--- config.mk ---
export PLATFORM = sky130hd
export DESIGN_NAME = pcm_channel
export DESIGN_NICKNAME = d
export VERILOG_FILES = /design/src/pcm_pkg.sv /design/src/pcm_channel.sv /design/src/pcm_stretch.sv /design/src/pcm_rstseq.sv
export SDC_FILE = /design/constraint.sdc
export NUM_CORES = 1
export LEC_CHECK = 0
export BUFFER_PORTS_ARGS = -buffer_cell sky130_fd_sc_hd__buf_2
export CAP_MARGIN = 20
export CORE_ASPECT_RATIO = 0.5
export CORE_MARGIN = 2
export CORE_UTILIZATION = 55
export CTS_CLUSTER_DIAMETER = 100
export DETAILED_ROUTE_END_ITERATION = 16
export PLACE_DENSITY = 0.76
export SYNTH_ARGS = -nofsm -noshare
export SYNTH_HDL_FRONTEND = slang
export SYNTH_SLANG_ARGS = --single-unit
export TNS_END_PERCENT = 10
--- constraint.sdc ---
create_clock -name i_clk_sys -period 4.2 [get_ports i_clk_sys]
set_input_delay 0 -clock i_clk_sys [delete_from_list [all_inputs] [get_ports i_clk_sys]]
set_output_delay 0 -clock i_clk_sys [all_outputs]
set_load 0.005 [all_outputs]
--- src/pcm_pkg.sv ---
// Constants shared by the per-channel mode and housekeeping logic.
// Assumes a 100 MHz system clock; register bus carries register indices.
package pcm_pkg;

    // ==========================================================
    // Clock and timing
    localparam int CLK_KHZ       = 100_000;
    localparam int READY_TIME_MS = 50;
    localparam int READY_CYC     = READY_TIME_MS * CLK_KHZ;
    localparam int STRETCH_MS    = 100;
    localparam int STRETCH_CYC   = STRETCH_MS * CLK_KHZ;
    localparam int RST_PULSE_CYC = 16;

    // ==========================================================
    // Register indices (byte address is four times the index)
    localparam logic [4:0] REG_CTRL   = 5'h00;
    localparam logic [4:0] REG_GCFG   = 5'h10;
    localparam logic [4:0] REG_STATUS = 5'h12;
    localparam logic [4:0] REG_CHCFG  = 5'h13;

    // ==========================================================
    // Control register fields
    localparam int CTRL_RESET  = 15;
    localparam int CTRL_LOOP   = 14;
    localparam int CTRL_SPEED  = 13;
    localparam int CTRL_ANEG   = 12;
    localparam int CTRL_PDOWN  = 11;
    localparam int CTRL_DUPLEX = 8;
    localparam logic [15:0] CTRL_RESET_VAL = 16'h3100;

    // Global configuration: LED definition field
    localparam int GCFG_LED_LO = 11;
    localparam int GCFG_LED_HI = 13;
    localparam logic [2:0] LED_DEF_DEFAULT = 3'h0;
    localparam logic [2:0] LED_DEF_SET1    = 3'h1;

    // Channel configuration: carrier loopback disable
    localparam int CHCFG_CRS_DIS = 0;

    // Status output fields
    localparam int ST_SPEED  = 0;
    localparam int ST_DUPLEX = 1;
    localparam int ST_LINK   = 2;
    localparam int ST_JABBER = 3;
    localparam int ST_LOOP   = 4;
    localparam int ST_READY  = 5;
    localparam int ST_ADDR_LO = 6;

    // ==========================================================
    // Reset sequencer states
    typedef enum logic [4:0] {
        RS_PULSE = 5'h01,
        RS_HOLD  = 5'h02,
        RS_WAIT  = 5'h04,
        RS_RUN   = 5'h08,
        RS_DOWN  = 5'h10
    } pcm_rst_state_type;

endpackage : pcm_pkg

--- src/pcm_channel.sv ---
// Per-channel mode control: speed, loopbacks, reset, powerdown, LEDs.
// Assumes all inputs synchronous to i_clk_sys; register port is indexed.
`timescale 1ns/1ps
module pcm_channel
    import pcm_pkg::*;
#(
    parameter int         READY   = READY_CYC,
    parameter int         STRETCH = STRETCH_CYC,
    parameter logic [1:0] CHANNEL = 2'h0
) (
    input  wire logic        i_clk_sys,
    input  wire logic        i_rst_b,
    input  wire logic        i_reset_pin_b,
    input  wire logic [4:0]  i_addr,
    input  wire logic [15:0] i_wdata,
    input  wire logic        i_wr,
    input  wire logic        i_rd,
    output logic      [15:0] o_rdata,
    input  wire logic        i_aneg_pin,
    input  wire logic        i_speed_pin,
    input  wire logic        i_aneg_speed_100,
    input  wire logic        i_aneg_full,
    input  wire logic        i_link_pass,
    input  wire logic        i_collision,
    input  wire logic        i_jabber,
    input  wire logic        i_activity,
    input  wire logic        i_rmii_sel,
    input  wire logic        i_symbol_bypass_interface,
    input  wire logic        i_fiber_mode,
    input  wire logic        i_far_end_fault,
    input  wire logic        i_repeater_pin,
    input  wire logic        i_led_set_strap_pin,
    input  wire logic [2:0]  i_mgmt_addr_straps,
    input  wire logic        i_txen,
    input  wire logic [3:0]  i_txd,
    input  wire logic        i_line_crs,
    input  wire logic        i_line_rxdv,
    input  wire logic [3:0]  i_line_rxd,
    output logic             o_crs,
    output logic             o_rxdv,
    output logic      [3:0]  o_rxd,
    output logic             o_tp_tx_en,
    output logic             o_tp_rx_en,
    output logic             o_link_pulse_en,
    output logic             o_speed_100,
    output logic             o_full_duplex,
    output logic      [3:0]  o_led_outputs,
    output logic      [4:0]  o_mgmt_addr,
    output logic             o_int_reset,
    output logic             o_ready
);

    // ==========================================================
    // Register state
    logic [15:0] ctrl;
    logic [2:0]  led_def;
    logic        crs_dis;
    logic [2:0]  addr_latch;
    pcm_rst_state_type rst_state;
    logic        in_reset;
    logic        pd;
    logic        sw_rst;
    logic        act_str;
    logic        col_str;

    assign in_reset = (rst_state == RS_PULSE) || (rst_state == RS_HOLD);
    assign pd       = ctrl[CTRL_PDOWN];
    assign sw_rst   = i_wr && (i_addr == REG_CTRL) && i_wdata[CTRL_RESET];

    function automatic logic hit(input logic [4:0] a, input logic [4:0] r);
        return a == r;
    endfunction : hit

    // ==========================================================
    // Reset sequencing and LED stretchers
    pcm_rstseq #(
        .READY (READY),
        .PULSE (RST_PULSE_CYC)
    ) u_rstseq (
        .i_clk_sys   (i_clk_sys),
        .i_rst_b     (i_rst_b),
        .i_sw_rst    (sw_rst),
        .i_pin_rst_b (i_reset_pin_b),
        .i_pd        (pd),
        .o_state     (rst_state)
    );

    pcm_stretch #(.CYC(STRETCH)) u_act (
        .i_clk_sys (i_clk_sys),
        .i_rst_b   (i_rst_b),
        .i_clr     (in_reset || pd),
        .i_event   (i_activity),
        .o_active  (act_str)
    );

    pcm_stretch #(.CYC(STRETCH)) u_col (
        .i_clk_sys (i_clk_sys),
        .i_rst_b   (i_rst_b),
        .i_clr     (in_reset || pd),
        .i_event   (i_collision),
        .o_active  (col_str)
    );

    // ==========================================================
    // Software registers; every reset source restores defaults
    always_ff @(posedge i_clk_sys) begin
        if (!i_rst_b || in_reset) begin
            ctrl    <= CTRL_RESET_VAL;
            crs_dis <= 1'b0;
        end else if (i_wr && hit(i_addr, REG_CTRL)) begin
            ctrl <= i_wdata;
        end else if (i_wr && hit(i_addr, REG_CHCFG)) begin
            crs_dis <= i_wdata[CHCFG_CRS_DIS];
        end
    end

    // Strap forces the LED set; otherwise the field is writable
    always_ff @(posedge i_clk_sys) begin
        if (!i_rst_b || in_reset || i_led_set_strap_pin) begin
            led_def <= i_led_set_strap_pin ? LED_DEF_SET1
                                           : LED_DEF_DEFAULT;
        end else if (i_wr && hit(i_addr, REG_GCFG)) begin
            led_def <= i_wdata[GCFG_LED_HI:GCFG_LED_LO];
        end
    end

    // Address straps are caught while the internal reset is active
    always_ff @(posedge i_clk_sys) begin
        if (in_reset) begin
            addr_latch <= i_mgmt_addr_straps;
        end
        o_mgmt_addr <= {addr_latch, CHANNEL};
    end

    // ==========================================================
    // Mode resolution
    logic aneg_on;
    logic spd100;
    logic full_duplex_ind;
    logic diag;
    logic active;
    logic reflect_ok;

    assign aneg_on = ctrl[CTRL_ANEG] && i_aneg_pin;
    // The speed strap is only a board-level copy of the bit here
    assign spd100  = aneg_on ? i_aneg_speed_100 : ctrl[CTRL_SPEED];
    assign full_duplex_ind     = aneg_on ? i_aneg_full : ctrl[CTRL_DUPLEX];
    assign diag    = ctrl[CTRL_LOOP] && !i_symbol_bypass_interface;
    assign active  = !in_reset && !pd;
    assign reflect_ok = !i_collision && !full_duplex_ind && i_link_pass
                     && !i_rmii_sel
                     && !(!spd100 && i_jabber)
                     && !crs_dis
                     && !i_repeater_pin;

    // ==========================================================
    // Receive-side datapath and line enables
    always_ff @(posedge i_clk_sys) begin
        if (!i_rst_b || !active) begin
            o_crs  <= 1'b0;
            o_rxdv <= 1'b0;
            o_rxd  <= 4'h0;
        end else if (diag) begin
            o_crs  <= i_txen;
            o_rxdv <= i_txen;
            o_rxd  <= i_txd;
        end else begin
            o_crs  <= i_line_crs || (reflect_ok && i_txen);
            o_rxdv <= i_line_rxdv;
            o_rxd  <= i_line_rxd;
        end
    end

    always_ff @(posedge i_clk_sys) begin
        if (!i_rst_b) begin
            o_tp_tx_en      <= 1'b0;
            o_tp_rx_en      <= 1'b0;
            o_link_pulse_en <= 1'b0;
        end else begin
            o_tp_tx_en      <= active && !diag;
            o_tp_rx_en      <= active && !diag;
            o_link_pulse_en <= active && !diag;
        end
    end

    always_ff @(posedge i_clk_sys) begin
        if (!i_rst_b) begin
            o_speed_100   <= 1'b0;
            o_full_duplex <= 1'b0;
            o_int_reset   <= 1'b1;
            o_ready       <= 1'b0;
        end else begin
            o_speed_100   <= spd100;
            o_full_duplex <= full_duplex_ind;
            o_int_reset   <= in_reset;
            o_ready       <= (rst_state == RS_RUN);
        end
    end

    // ==========================================================
    // LEDs, active low
    logic set1;
    assign set1 = (led_def == LED_DEF_SET1);

    always_ff @(posedge i_clk_sys) begin
        if (!i_rst_b || !active) begin
            o_led_outputs <= 4'hf;
        end else if (set1) begin
            o_led_outputs[3] <= !(i_link_pass && !act_str);
            o_led_outputs[2] <= !col_str;
            o_led_outputs[1] <= !(full_duplex_ind && i_link_pass);
            o_led_outputs[0] <= i_fiber_mode ? !i_far_end_fault
                                             : !spd100;
        end else begin
            o_led_outputs[3] <= !(i_link_pass && spd100);
            o_led_outputs[2] <= !act_str;
            o_led_outputs[1] <= !(full_duplex_ind && i_link_pass);
            o_led_outputs[0] <= i_fiber_mode ? !i_far_end_fault
                                             : !(i_link_pass && !spd100);
        end
    end

    // ==========================================================
    // Register read port, data one cycle after the strobe
    always_ff @(posedge i_clk_sys) begin
        if (!i_rst_b || !i_rd) begin
            o_rdata <= 16'h0000;
        end else begin
            case (i_addr)
                REG_CTRL: begin
                    o_rdata <= {in_reset, ctrl[14:0]};
                end
                REG_GCFG: begin
                    o_rdata <= 16'({led_def, 11'h000});
                end
                REG_STATUS: begin
                    o_rdata <= 16'({addr_latch, CHANNEL, (rst_state == RS_RUN),
                                    diag, i_jabber, i_link_pass, full_duplex_ind,
                                    spd100});
                end
                REG_CHCFG: begin
                    o_rdata <= {15'h0000, crs_dis};
                end
                default: begin
                    o_rdata <= 16'h0000;
                end
            endcase
        end
    end

    // Cycles since the last reset request or powerdown; ready must follow
    // within the ready time plus the few cycles of output registering
    logic [31:0] since_rst;
    always_ff @(posedge i_clk_sys) begin
        if (!i_rst_b || sw_rst || !i_reset_pin_b || pd) begin
            since_rst <= 32'h0000_0000;
        end else if (since_rst != 32'hffff_ffff) begin
            since_rst <= since_rst + 32'h0000_0001;
        end
    end
endmodule : pcm_channel

--- src/pcm_stretch.sv ---
// Retriggerable pulse stretcher for LED event indications.
// Assumes the event input is synchronous to i_clk_sys.
`timescale 1ns/1ps
module pcm_stretch
    import pcm_pkg::*;
#(
    parameter int CYC = STRETCH_CYC
) (
    input  wire logic i_clk_sys,
    input  wire logic i_rst_b,
    input  wire logic i_clr,
    input  wire logic i_event,
    output logic      o_active
);
    localparam int CW = $clog2(CYC + 1);
    localparam logic [CW-1:0] LOAD = CW'(CYC);

    logic [CW-1:0] cnt;

    initial begin
        if (CYC < 2) $error("pcm_stretch: CYC must be at least 2");
    end

    // ==========================================================
    // Each new event restarts the full stretch window
    always_ff @(posedge i_clk_sys) begin
        if (!i_rst_b || i_clr) begin
            cnt      <= '0;
            o_active <= 1'b0;
        end else if (i_event) begin
            cnt      <= LOAD;
            o_active <= 1'b1;
        end else begin
            if (cnt != '0) cnt <= cnt - CW'(1);
            o_active <= (cnt > CW'(1));
        end
    end

endmodule : pcm_stretch

--- src/pcm_rstseq.sv ---
// Reset and powerdown sequencer: internal reset pulse and ready timing.
// Assumes reset pin and control requests are synchronous levels/pulses.
`timescale 1ns/1ps
module pcm_rstseq
    import pcm_pkg::*;
#(
    parameter int READY = READY_CYC,
    parameter int PULSE = RST_PULSE_CYC
) (
    input  wire logic i_clk_sys,
    input  wire logic i_rst_b,
    input  wire logic i_sw_rst,
    input  wire logic i_pin_rst_b,
    input  wire logic i_pd,
    output pcm_rst_state_type o_state
);
    localparam int CW = $clog2(READY + 1);
    localparam logic [CW-1:0] PULSE_END = CW'(PULSE - 1);
    localparam logic [CW-1:0] READY_END = CW'(READY - 1);

    logic [CW-1:0] cnt;

    initial begin
        if (PULSE < 1 || READY <= PULSE)
            $error("pcm_rstseq: need 1 <= PULSE < READY");
    end

    // ==========================================================
    // Ready time counts from the start of the reset, pulse included
    always_ff @(posedge i_clk_sys) begin
        if (!i_rst_b) begin
            o_state <= RS_PULSE;
            cnt     <= '0;
        end else if (!i_pin_rst_b) begin
            o_state <= RS_HOLD;
            cnt     <= '0;
        end else if (i_sw_rst) begin
            o_state <= RS_PULSE;
            cnt     <= '0;
        end else begin
            case (o_state)
                RS_PULSE: begin
                    cnt <= cnt + CW'(1);
                    if (cnt == PULSE_END) o_state <= RS_WAIT;
                end
                RS_HOLD: begin
                    o_state <= RS_PULSE;
                    cnt     <= '0;
                end
                RS_WAIT: begin
                    cnt <= cnt + CW'(1);
                    if (i_pd) begin
                        o_state <= RS_DOWN;
                    end else if (cnt == READY_END) begin
                        o_state <= RS_RUN;
                    end
                end
                RS_RUN: begin
                    if (i_pd) o_state <= RS_DOWN;
                end
                RS_DOWN: begin
                    cnt <= '0;
                    if (!i_pd) o_state <= RS_WAIT;
                end
                default: begin
                    o_state <= RS_PULSE;
                    cnt     <= '0;
                end
            endcase
        end
    end

endmodule : pcm_rstseq

==> summary.txt, run 1 <==
Layout
  – Fill cells: 752
  – # diodes: 0
  – Nets: 863
  – Area Growth Syn to Fin: 26.89%
  – Share of layout cells above drive strength 1: 0.1757

Synth
  – Mean post-synth cell area: 8.842 um^2
  – Cells after synthesis: 673
  – Post-synth EDFFs: 6
  – Ys Warns: 0
  – Sequential fraction of the synthesis area: 0.4609
  – Post-synth ARST share: 0
  – Cell Area, Synth: 5951 um^2
  – Dominant synthesized flop cell: dfxtp_1
  – Cell variety after synth: 61
  – #FFs+latches synth: 134

Global routing
  – Vias in the first global route: 5,406
  – M2 GR Usage: 0.4591
  – Pin count of the biggest net entering global routing: 23
  – M1 GR Usage: 0.3089
  – Initial antenna violation count: 0
  – All-Layer GR Usage: 0.2644
  – GR Layer Usage met3: 0.05294
  – First-pass GRT wire length: 24,680 um
  – Most Crowded Layer GR: met2
  – Total gr overflow: 0

Die
  – Die span in x: 151.1 um
  – Full die area: 11,720 um^2
  – I/O Pins: 92
  – Die Span Y: 77.55 um
  – Area of the core: 10,380 um^2
  – Starting density of the core: 0.5734
  – Number of core rows: 26

STA
  – Slew of the pin with the lowest slew margin: 0.9018 ns
  – Max Clk Rate: 323.9 MHz
  – Tcrit/Tclk final: 0.7351
  – Setup violators final: 0
  – Worst slew margin: 0.3988
  – Final Skew: 0.005214 ns
  – RSZ-0062 raised after global routing: false
  – Setup TNS: 0 ns
  – Final Worst Setup Slack: 1.113 ns
  – Max Slew Vio Count: 0
  – Hold Violations, Final: 0
  – Clock period minus final worst setup slack: 3.087 ns

Clock tree
  – Root buf cell: clkbuf_16
  – CTS sink cnt: 134
  – Number of post-CTS setup repair buffers: 0
  – CTS clk-pin slew, worst paths: 0.06 ns
  – Inserted Clock Buffers: 17
  – Clk_lat worst skew: 0.41 ns
  – Max Root-Sink Buffers: 2
  – Htree depth: 4
  – TritonCTS clock tree: yes

Worst hold path
  – Hold Crit Class: primary input to register

Detailed routing
  – DRC Markers: 0
  – Final WL: 15,050 um
  – Vias: 5,462
  – Routed len/inst: 15.78 um
  – 1st-iter DRT viols: 326
  – Via density: 5.725
  – Detail Route Antenna Nets: 0
  – First drt pass iteration count: 5

Critical path
  – Crit-path slowest cell: dlygate4sd3_1
  – CP arrival: 3.39 ns
  – Setup CP Type: register to register
  – Number of buffers and inverters on the critical path: 2
  – Max incr delay on CP: 0.59 ns
  – Crit path launch type: register
  – Crit path cell chain: or4_1 > and2_1 > inv_1 > or2_2 > a21oi_1 > dlygate4sd3_1
  – Data required, critical path: 4.50 ns
  – Crit Path Max Fanout: 21
  – Delay-heaviest family, CP: simple AND/OR/NAND/NOR gates
  – Crit end category: register

Job
  – MaxCap Viol Count: 0

Power
  – Leak pwr: 0.003051 uW
  – VDD IR max: 0.3040 mV
  – Cell Pwr Density: 529.1 nW/um^2

Place
  – GPL Wtd Cong: 0.8629
  – Dpl ws: 1.496 ns
  – IO Port Bufs: 88
  – Dpl hpwl: 9222 um

Status
  – Run status: complete, no violations
==> registers in the layout, indices dropped and copies added, names as in the netlist, 3 cells and up <==
signal / count
o_rxd: 4
o_mgmt_addr: 3
o_led_outputs: 4
led_def: 3
u_act.cnt: 24
u_rstseq.o_state: 5
o_rdata: 16
u_col.cnt: 24
addr_latch: 3
ctrl: 15
u_rstseq.cnt: 23
==> final timing paths <==
check             slack [ns]                             start  cells past startpoint                          end
setup / recovery        1.11  u_rstseq.o_state[3]$_SDFFE_PP0P_                      6          o_rxd[3]$_SDFF_PP0_
setup reg to reg        1.11  u_rstseq.o_state[3]$_SDFFE_PP0P_                      6          o_rxd[3]$_SDFF_PP0_
hold reg to reg         0.38           addr_latch[1]$_DFFE_PP_                      0       o_mgmt_addr[3]$_DFF_P_
hold / removal          0.02                       i_aneg_full                      3  o_led_outputs[1]$_SDFF_PP1_
==> placed cells by master, fill, tap and decap left out, types with 17 or more instances in the layout <==
| cell | count |
|---|---|
| xnor2_1 | 20 |
| nor3_1 | 20 |
| nand2_1 | 64 |
| a21oi_1 | 41 |
| nand3_1 | 22 |
| buf_2 | 88 |
| dlygate4sd3_1 | 50 |
| or3_1 | 18 |
| dfxtp_1 | 128 |
| xor2_1 | 28 |
| clkbuf_16 | 17 |
| inv_1 | 17 |
| nor2_1 | 73 |
| o21ai_0 | 17 |
==> tightest hold or removal path, cell delays in order <==
cell	delay (ns)
buf_2	0.08
mux2_2	0.20
nand3_1	0.09
==> report_power, final <==
group          internal [uW]  switching, uW
clock                    976            541
sequential              1380           81.6
combinational            428            589
total                   2780           1210
==> stage by stage <==
step / hold WS, ns / power, uW / cell area [um^2] / std cells / utilization
final: 0.02278 / 3995 / 7551 / 954 / 0.7276
after global routing: 0.03045 / 4180 / 7551 / 954 / 0.7276
after CTS: 0.003178 / 3986 / 7551 / 954 / 0.7276
after detailed placement: 0.1781 / 2429 / 6450 / 873 / 0.6215
after global placement: 0.1777 / 2403 / 6450 / 873 / 0.6215
after floorplan: 0.07161 / 2249 / 5954 / 674 / -
==> synthesized netlist by cell type, types with 2 or more instances <==
cell type  instances  area, um^2
mux2_2             2       22.52
nor2b_1            9       56.30
inv_1             17       63.81
xor2_1            28       245.2
o31a_1             3       26.28
or2_2              8       50.05
o2111ai_1          4       35.03
nand4_1           15       93.84
and4_1             2       17.52
o31ai_1           10       75.07
and3_1             7       43.79
o21a_1             5       37.54
o211ai_2           3       37.54
o211ai_1          10       75.07
o21bai_1           2       15.01
and2_1            10       62.56
a22oi_1           10       75.07
a31oi_1            9       56.30
mux2i_1            8       80.08
a211oi_1           2       15.01
xnor2_1           20       175.2
or3_1             18       112.6
or4_1             11       82.58
nor3_1            20       100.1
buf_2              9       45.04
a21o_1             2       15.01
buf_4              4       30.03
nand4b_1           3       26.28
clkbuf_1          20       75.07
nor4_1            15       93.84
nand2b_1           2       12.51
dfxtp_1          128        2562
nand3_1           22       110.1
ha_1               7       87.58
nor4_4             2       42.54
a21oi_1           41       205.2
edfxtp_1           6       180.2
nand3_2            2       20.02
nor2_1            73       274.0
and3b_1            2       17.52
nand2_1           64       240.2
nor3b_1            3       22.52
o21ai_0           17       85.08
==> routing by layer <==
layer / share of wire / wire (um) / vias to the layer above
met3: 0.048 / 725 / 47
li1: - / - / 2649
met5: 0 / 0 / -
met1: 0.42 / 6392 / 2592
met4: 0.032 / 484 / 0
met2: 0.49 / 7449 / 174
==> cell type report <==
| type | instances | area (um^2) | share of cell area |
|---|---|---|---|
| Clock inverter | 8 | 122.6 | 0.01624 |
| Tap cell | 140 | 175.2 | 0.02320 |
| Timing Repair Buffer | 144 | 985.9 | 0.1306 |
| Sequential cell | 134 | 2743 | 0.3632 |
| Clock buffer | 23 | 478.0 | 0.06330 |
| Inverter | 18 | 67.56 | 0.008948 |
| Multi-Input combinational cell | 487 | 2979 | 0.3945 |
==> logic make-up (layout without fill, tap and decap cells) <==
group,count (synthesis),after routing,synth area share
xor gates and xnor gates,48,48,0.07065
and+or+nand+nor,294,294,0.2584
AOI/OAI and AO/OA,126,126,0.1383
adders and majority gates,7,7,0.01472
buffers and inverters,53,193,0.03911
other,1,2,0.0006302
DFF,134,134,0.4609
muxes,10,10,0.01724
==> timing repair <==
item,4_1_cts,5_1_grt
endpoints found under the hold margin,49,0
gates resized for setup,0,0
hold buffers,50,0
(Power assumes the default switching activity.)
==> run 2, diff against run 1 <==
--- a/config.mk
+++ b/config.mk
@@ -5,14 +5,15 @@
 export SDC_FILE = /design/constraint.sdc
 export NUM_CORES = 1
 export LEC_CHECK = 0
+export ABC_AREA = 1
 export BUFFER_PORTS_ARGS = -buffer_cell sky130_fd_sc_hd__buf_2
 export CAP_MARGIN = 20
 export CORE_ASPECT_RATIO = 0.5
 export CORE_MARGIN = 2
-export CORE_UTILIZATION = 55
+export CORE_UTILIZATION = 52
 export CTS_CLUSTER_DIAMETER = 100
 export DETAILED_ROUTE_END_ITERATION = 16
-export PLACE_DENSITY = 0.76
+export PLACE_DENSITY = 0.74
 export SYNTH_ARGS = -nofsm -noshare
 export SYNTH_HDL_FRONTEND = slang
 export SYNTH_SLANG_ARGS = --single-unit
==> constraint.sdc (replaced) <==
create_clock -name i_clk_sys -period 2.8 [get_ports i_clk_sys]
set_input_delay 0 -clock i_clk_sys [delete_from_list [all_inputs] [get_ports i_clk_sys]]
set_output_delay 0 -clock i_clk_sys [all_outputs]
set_load 0.005 [all_outputs]
==> summary.txt, run 2 <==
Place
  – IO Port Bufs: 88 (unchanged)
  – Dpl hpwl: 11,520 um (+25%)
  – GPL Wtd Cong: 0.8872 (+2.8%)
  – Dpl ws: 1.030 ns (-0.4658 ns)

STA
  – Final Skew: 0.01297 ns (+0.007751 ns)
  – RSZ-0062 raised after global routing: false
  – Worst slew margin: 0.4838 (+0.08499)
  – Setup TNS: 0 ns (unchanged)
  – Slew of the pin with the lowest slew margin: 0.7709 ns (-0.1309 ns)
  – Clock period minus final worst setup slack: 2.504 ns
  – Setup violators final: 0 (unchanged)
  – Final Worst Setup Slack: 0.2955 ns (-0.8171 ns)
  – Max Clk Rate: 399.3 MHz
  – Max Slew Vio Count: 0 (unchanged)
  – Hold Violations, Final: 0 (unchanged)
  – Tcrit/Tclk final: 0.8945

Global routing
  – Total gr overflow: 0 (unchanged)
  – Initial antenna violation count: 0 (unchanged)
  – First-pass GRT wire length: 29,000 um (+17%)
  – M2 GR Usage: 0.4473 (-0.01183)
  – GR Layer Usage met3: 0.04968 (-0.003264)
  – All-Layer GR Usage: 0.2638 (-0.0005396)
  – M1 GR Usage: 0.3289 (+0.01998)
  – Pin count of the biggest net entering global routing: 25 (+8.7%)
  – Vias in the first global route: 6,238 (+15%)
  – Most Crowded Layer GR: met2

Critical path
  – Crit end category: register
  – Data required, critical path: 3.15 ns (-1.35 ns)
  – CP arrival: 2.86 ns (-0.53 ns)
  – Crit Path Max Fanout: 4 (-81%)
  – Setup CP Type: primary input to register
  – Crit path launch type: primary input

Synth
  – Cell Area, Synth: 6595 um^2 (+11%)
  – Most numerous cell in the Yosys netlist: nand2_1
  – Mean post-synth cell area: 7.039 um^2 (-20%)
  – Synth area leaders: dfxtp_1, nand2_1, nor2_1
  – Largest area contributor in the netlist: dfxtp_1
  – Dominant synthesized flop cell: dfxtp_1
  – Post-synth top cells: nand2_1, nor2_1, dfxtp_1
  – Post-synth EDFFs: 6 (unchanged)
  – Area share of the largest cell type after synthesis: 0.3885 (-0.04207)
  – Cell variety after synth: 44 (-28%)
  – Ys Warns: 0 (unchanged)
  – Post-synth ARST share: 0 (unchanged)
  – #FFs+latches synth: 134 (unchanged)
  – Sequential fraction of the synthesis area: 0.4159 (-0.04503)
  – Cells after synthesis: 937 (+39%)

Power
  – Net Sw Frac: 0.3184 (+0.01515)
  – Logic pwr share: 0.251 (-0.003)
  – Cell Pwr Density: 746.0 nW/um^2 (+41%)
  – VDD IR max: 0.4698 mV (+55%)
  – Internal power: 4231 uW (+52%)
  – Psw: 1976 uW (+63%)
  – Register share of total power: 0.348 (-0.018)
  – Leak pwr: 0.003760 uW (+23%)
  – Clock power share: 0.401 (+0.021)

Die
  – Number of core rows: 29 (+12%)
  – I/O Pins: 92 (unchanged)
  – Die span in x: 163.3 um (+8.1%)
  – Full die area: 13,650 um^2 (+17%)
  – Area of the core: 12,520 um^2 (+21%)
  – Starting density of the core: 0.5268 (-0.04659)
  – Die Span Y: 83.64 um (+7.8%)

Clock tree
  – CTS sink cnt: 134 (unchanged)
  – Number of post-CTS setup repair buffers: 0 (unchanged)
  – Max Root-Sink Buffers: 2 (unchanged)
  – Htree depth: 4 (unchanged)
  – CTS clk-pin slew, worst paths: 0.07 ns (about the same)
  – Cts hold-fix bufs: 54 (+8.0%)
  – Gates resized, CTS repair: 0 (unchanged)
  – Root buf cell: clkbuf_16
  – TritonCTS clock tree: yes
  – Inserted Clock Buffers: 17 (unchanged)
  – Clk_lat worst skew: 0.42 ns (about the same)

Detailed routing
  – Vias: 6,662 (+22%)
  – 1st-iter DRT viols: 490 (+50%)
  – Final WL: 17,500 um (+16%)
  – Detail Route Antenna Nets: 0 (unchanged)
  – DRC Markers: 0 (unchanged)
  – Via density: 5.271 (-7.9%)
  – First drt pass iteration count: 5 (unchanged)
  – Routed len/inst: 13.84 um (-12%)

Layout
  – Nets: 1,142 (+32%)
  – Area Growth Syn to Fin: 26.16%
  – Share of layout cells above drive strength 1: 0.1453 (-0.03034)
  – Largest regs: u_act.cnt: 24 flops, u_col.cnt: 24 flops, u_rstseq.cnt: 23 flops
  – Most common cell after layout, fill and taps aside: nand2_1
  – # diodes: 0 (unchanged)
  – Commonest non-fill, non-tap cells in the layout: nand2_1, nor2_1, dfxtp_1

Job
  – MaxCap Viol Count: 0 (unchanged)

Status
  – Run status: complete, no violations

Worst hold path
  – Hold Crit Class: primary input to register
==> run 2: cell count changes in the layout (fill, tap and decap cells not counted), moves of 15 or more <==
cell,change
xor2_1,-19
a21oi_1,+37
nor2_1,+94
nand3_1,+33
nand2_1,+155
or3_1,-18
inv_1,+88
nand3b_1,+15
==> run 2: stage by stage <==
stage          instances  total power (uW)  area [um^2]    util  hold slack [ns]
6_report            1264              6207         8320  0.6647          0.05716
5_1_grt             1264              6539         8320  0.6647          0.06329
4_1_cts             1264              6195         8320  0.6647          0.02264
3_5_place_dp        1178              3656         7128  0.5694           0.1782
3_3_place_gp        1178              3627         7128  0.5694           0.1793
2_1_floorplan        938              3336         6599       -          0.07238
==> run 2: worst max-delay path, stage by stage <==
cell	delay [ns]
dlygate4sd3_1	0.55
buf_2	0.15
nor2_4	0.16
dlygate4sd3_1	0.61
nand4_1	0.10
dlygate4sd3_1	0.58
a21oi_1	0.14
dlygate4sd3_1	0.55
==> run 2: per-layer routing <==
| layer | vias up | part of all wire |
|---|---|---|
| li1 | 3299 | - |
| met4 | 0 | 0.030 |
| met2 | 230 | 0.48 |
| met3 | 56 | 0.053 |
| met1 | 3077 | 0.43 |
| met5 | - | 0 |
==> run 2: area by class of cell <==
class / instances / area [um^2]
timing repair buffer: 143 / 988.4
clock buffer: 18 / 429.2
fill: 1066 / 4198
tap: 170 / 212.7
inverter: 110 / 412.9
clock inverter: 14 / 222.7
sequential: 134 / 2743
multi-input combinational: 675 / 3312
==> run 2: cells by family after synthesis <==
| logic type | count (synthesis) | share of synthesized area |
|---|---|---|
| compound gates | 120 | 0.09827 |
| fa+ha+maj | 7 | 0.01328 |
| flops | 134 | 0.4159 |
| xor+xnor | 20 | 0.02656 |
| buf+inv | 129 | 0.08253 |
| simple gates | 526 | 0.3629 |
| other cells | 1 | 0.0005686 |
==> run 2: worst paths after layout <==
path                                         start                          to  slack, ns  cells past startpoint
setup / recovery                         i_addr[1]      o_rdata[13]$_SDFF_PP0_       0.30                      8
hold / removal                          i_activity  u_act.cnt[20]$_SDFFE_PP0P_       0.06                      3
setup reg to reg  u_rstseq.o_state[1]$_SDFFE_PN0P_            o_crs$_SDFF_PP0_       0.44                      9
hold reg to reg            addr_latch[1]$_DFFE_PP_      o_mgmt_addr[3]$_DFF_P_       0.37                      0
==> run 2: power by group through the flow <==
stage	Sequential, uW	Combinational [uW]	Clock (uW)
4_1_cts	2150	1530	2510
2_1_floorplan	2170	1170	0
6_report	2160	1560	2490
3_3_place_gp	2190	1440	0
3_5_place_dp	2190	1460	0
5_1_grt	2170	1760	2610
==> run 3, diff against run 2 <==
--- a/config.mk
+++ b/config.mk
@@ -5,12 +5,11 @@
 export SDC_FILE = /design/constraint.sdc
 export NUM_CORES = 1
 export LEC_CHECK = 0
-export ABC_AREA = 1
 export BUFFER_PORTS_ARGS = -buffer_cell sky130_fd_sc_hd__buf_2
 export CAP_MARGIN = 20
 export CORE_ASPECT_RATIO = 0.5
 export CORE_MARGIN = 2
-export CORE_UTILIZATION = 52
+export CORE_UTILIZATION = 51
 export CTS_CLUSTER_DIAMETER = 100
 export DETAILED_ROUTE_END_ITERATION = 16
 export PLACE_DENSITY = 0.74
==> summary.txt, run 3 (same netlist as run 1, synthesis figures left out) <==
STA
  – RSZ-0062 raised after global routing: false
  – Final Skew: 0.009119 ns (-0.003846 ns)
  – Max Clk Rate: 381.9 MHz (-4.3%)
  – Final Worst Setup Slack: 0.1817 ns (-0.1138 ns)
  – Clock period minus final worst setup slack: 2.618 ns (+0.1138 ns)
  – Setup TNS: 0 ns (unchanged)
  – Hold Violations, Final: 0 (unchanged)
  – Slew of the pin with the lowest slew margin: 0.8616 ns (+0.09068 ns)
  – Setup violators final: 0 (unchanged)
  – Max Slew Vio Count: 0 (unchanged)
  – Worst slew margin: 0.4203 (-0.06349)
  – Tcrit/Tclk final: 0.9351 (+0.04065)

Worst hold path
  – HP Start: i_addr[4]
  – Hold Crit Class: primary input to register

Global routing
  – First-pass GRT wire length: 24,120 um (-17%)
  – Total gr overflow: 0 (unchanged)
  – Initial antenna violation count: 0 (unchanged)
  – Pin count of the biggest net entering global routing: 23 (-8.0%)
  – Vias in the first global route: 5,190 (-17%)
  – All-Layer GR Usage: 0.2442 (-0.01960)

Place
  – IO Port Bufs: 88 (unchanged)
  – Placed insts: 900 (-24%)
  – Dpl ws: 0.3381 ns (-0.6919 ns)
  – GPL Wtd Cong: 0.8212 (-7.4%)
  – Dpl hpwl: 9391 um (-18%)

Die
  – Area of the core: 11,180 um^2 (-11%)
  – Starting density of the core: 0.5322 (+0.005333)
  – I/O Pins: 92 (unchanged)
  – Number of core rows: 27 (-6.9%)
  – Full die area: 12,600 um^2 (-7.7%)
  – Die span in x: 156.8 um (-4.0%)
  – Die Span Y: 80.38 um (-3.9%)

Layout
  – Share of layout cells above drive strength 1: 0.1881 (+0.04277)
  – Post-route insts no fill: 983 (-22%)
  – Largest regs: u_act.cnt: 24 flops, u_col.cnt: 24 flops, u_rstseq.cnt: 23 flops
  – Final core occ: 0.6902 (+0.02550)
  – Fill cells: 834 (-22%)
  – Most common cell after layout, fill and taps aside: dfxtp_1
  – Commonest non-fill, non-tap cells in the layout: dfxtp_1, buf_2, nor2_1
  – Area Growth Syn to Fin: 29.69%
  – # diodes: 0 (unchanged)
  – Nets: 872 (-24%)

Power
  – Clock power share: 0.403 (+0.002)
  – VDD IR max: 0.3778 mV (-20%)
  – Leak pwr: 0.003120 uW (-17%)
  – Internal power: 4435 uW (+4.8%)
  – Logic pwr share: 0.249 (-0.002)
  – Psw: 1859 uW (-6.0%)
  – Cell Pwr Density: 815.5 nW/um^2 (+9.3%)
  – Register share of total power: 0.348 (about the same)
  – Net Sw Frac: 0.2953 (-0.02308)

Critical path
  – Crit Reg-Reg Startpoint: u_rstseq.o_state[0]$_SDFFE_PN1P_
  – Crit path cell chain: xnor2_1 > or4_1 > and2_1 > inv_1 > buf_4 > or2_4 > a21oi_1 > dlygate4sd3_1
  – Data required, critical path: 3.11 ns (-0.04 ns)
  – Setup crit start: u_rstseq.o_state[0]$_SDFFE_PN1P_
  – Crit Path Max Fanout: 21 (+17)
  – Max incr delay on CP: 0.57 ns (-0.04 ns)
  – Crit path launch type: register
  – Setup CP Type: register to register
  – CP arrival: 2.92 ns (+0.06 ns)
  – Crit end category: register
  – Crit-path slowest cell: dlygate4sd3_1

Clock tree
  – Clk_lat worst skew: 0.42 ns (about the same)
  – CTS clk-pin slew, worst paths: 0.06 ns (about the same)
  – CTS sink cnt: 134 (unchanged)
  – Inserted Clock Buffers: 17 (unchanged)
  – Htree depth: 4 (unchanged)
  – Root buf cell: clkbuf_16
  – TritonCTS clock tree: yes
  – Number of post-CTS setup repair buffers: 0 (unchanged)
  – Max Root-Sink Buffers: 2 (unchanged)

Detailed routing
  – Vias: 5,463 (-18%)
  – Via density: 5.557 (+5.4%)
  – First drt pass iteration count: 6 (+1)
  – 1st-iter DRT viols: 470 (-4.1%)
  – Routed len/inst: 15.35 um (+11%)
  – Detail Route Antenna Nets: 0 (unchanged)
  – Final WL: 15,090 um (-14%)
  – DRC Markers: 0 (unchanged)

Job
  – MaxCap Viol Count: 0 (unchanged)

Status
  – Run status: complete, no violations
## run 3: changes by cell type in the layout (fill, tap and decap cells not counted), sizes merged, moves of 12 or more
cell / delta
nand3b: -17
nand3: -35
or4: +12
or3: +18
nor2: -107
xor2: +19
a21oi: -37
nor4: +15
inv: -95
buf: +13
nand2: -161
## run 3: power groups by stage
| stage | registers (uW) | logic, uW | clock network, uW |
|---|---|---|---|
| 2_1_floorplan | 2200 | 1180 | 0 |
| 3_3_place_gp | 2220 | 1430 | 0 |
| 3_5_place_dp | 2230 | 1460 | 0 |
| 4_1_cts | 2190 | 1530 | 2550 |
| 5_1_grt | 2210 | 1740 | 2630 |
| 6_report | 2190 | 1570 | 2540 |
## run 3: worst paths after layout
check	cells past startpoint	endpoint	slack (ns)
worst max-delay path	8	o_rxdv$_SDFF_PP0_	0.18
worst min-delay path	3	o_rdata[11]$_SDFF_PP0_	0.003
worst max register to register	8	o_rxdv$_SDFF_PP0_	0.18
worst min register to register	0	o_mgmt_addr[3]$_DFF_P_	0.37
## run 3: layout make-up
class,instances,area (um^2),area share
Tap cell,159,198.9,0.02578
Inverter,18,67.56,0.008755
Sequential cell,134,2743,0.3554
Multi-Input combinational cell,488,2988,0.3872
Clock inverter,11,192.7,0.02497
Clock buffer,21,481.7,0.06242
Timing Repair Buffer,152,1046,0.1355
## run 3: worst max-delay path: cells and delay by family (launching register included)
family / cells / cell delay, ns
flip-flops: 1 / 0.48
AO/OA/AOI/OAI: 1 / 0.07
XOR/XNOR: 1 / 0.09
buffers and inverters: 3 / 0.94
AND/OR/NAND/NOR: 3 / 0.93
## run 3: through the flow
stage / area, um^2 / hold slack (ns) / total power, uW
after CTS: 7709 / 0.003583 / 6263
after global placement: 6534 / 0.1783 / 3650
after detailed placement: 6534 / 0.1801 / 3688
after floorplan: 5954 / 0.07161 / 3374
final: 7717 / 0.002982 / 6293
after global routing: 7717 / 0.007776 / 6578
## run 3: metal layers
| layer | vias up | wire length, um | track usage | share of wire |
|---|---|---|---|---|
| li1 | 2677 | - | - | - |
| met5 | - | 0 | 0 | 0 |
| met3 | 43 | 663 | 0.06476 | 0.044 |
| met2 | 159 | 7575 | 0.4355 | 0.50 |
| met1 | 2584 | 6392 | 0.2742 | 0.42 |
| met4 | 0 | 459 | 0.1193 | 0.030 |
## run 3: repair_timing
| action | 4_1_cts | 5_1_grt |
|---|---|---|
| hold buffers | 50 | 0 |
| gates resized for setup | 0 | 1 |
| endpoints found under the setup margin | 0 | 5 |
| hold endpoints to repair | 51 | 0 |
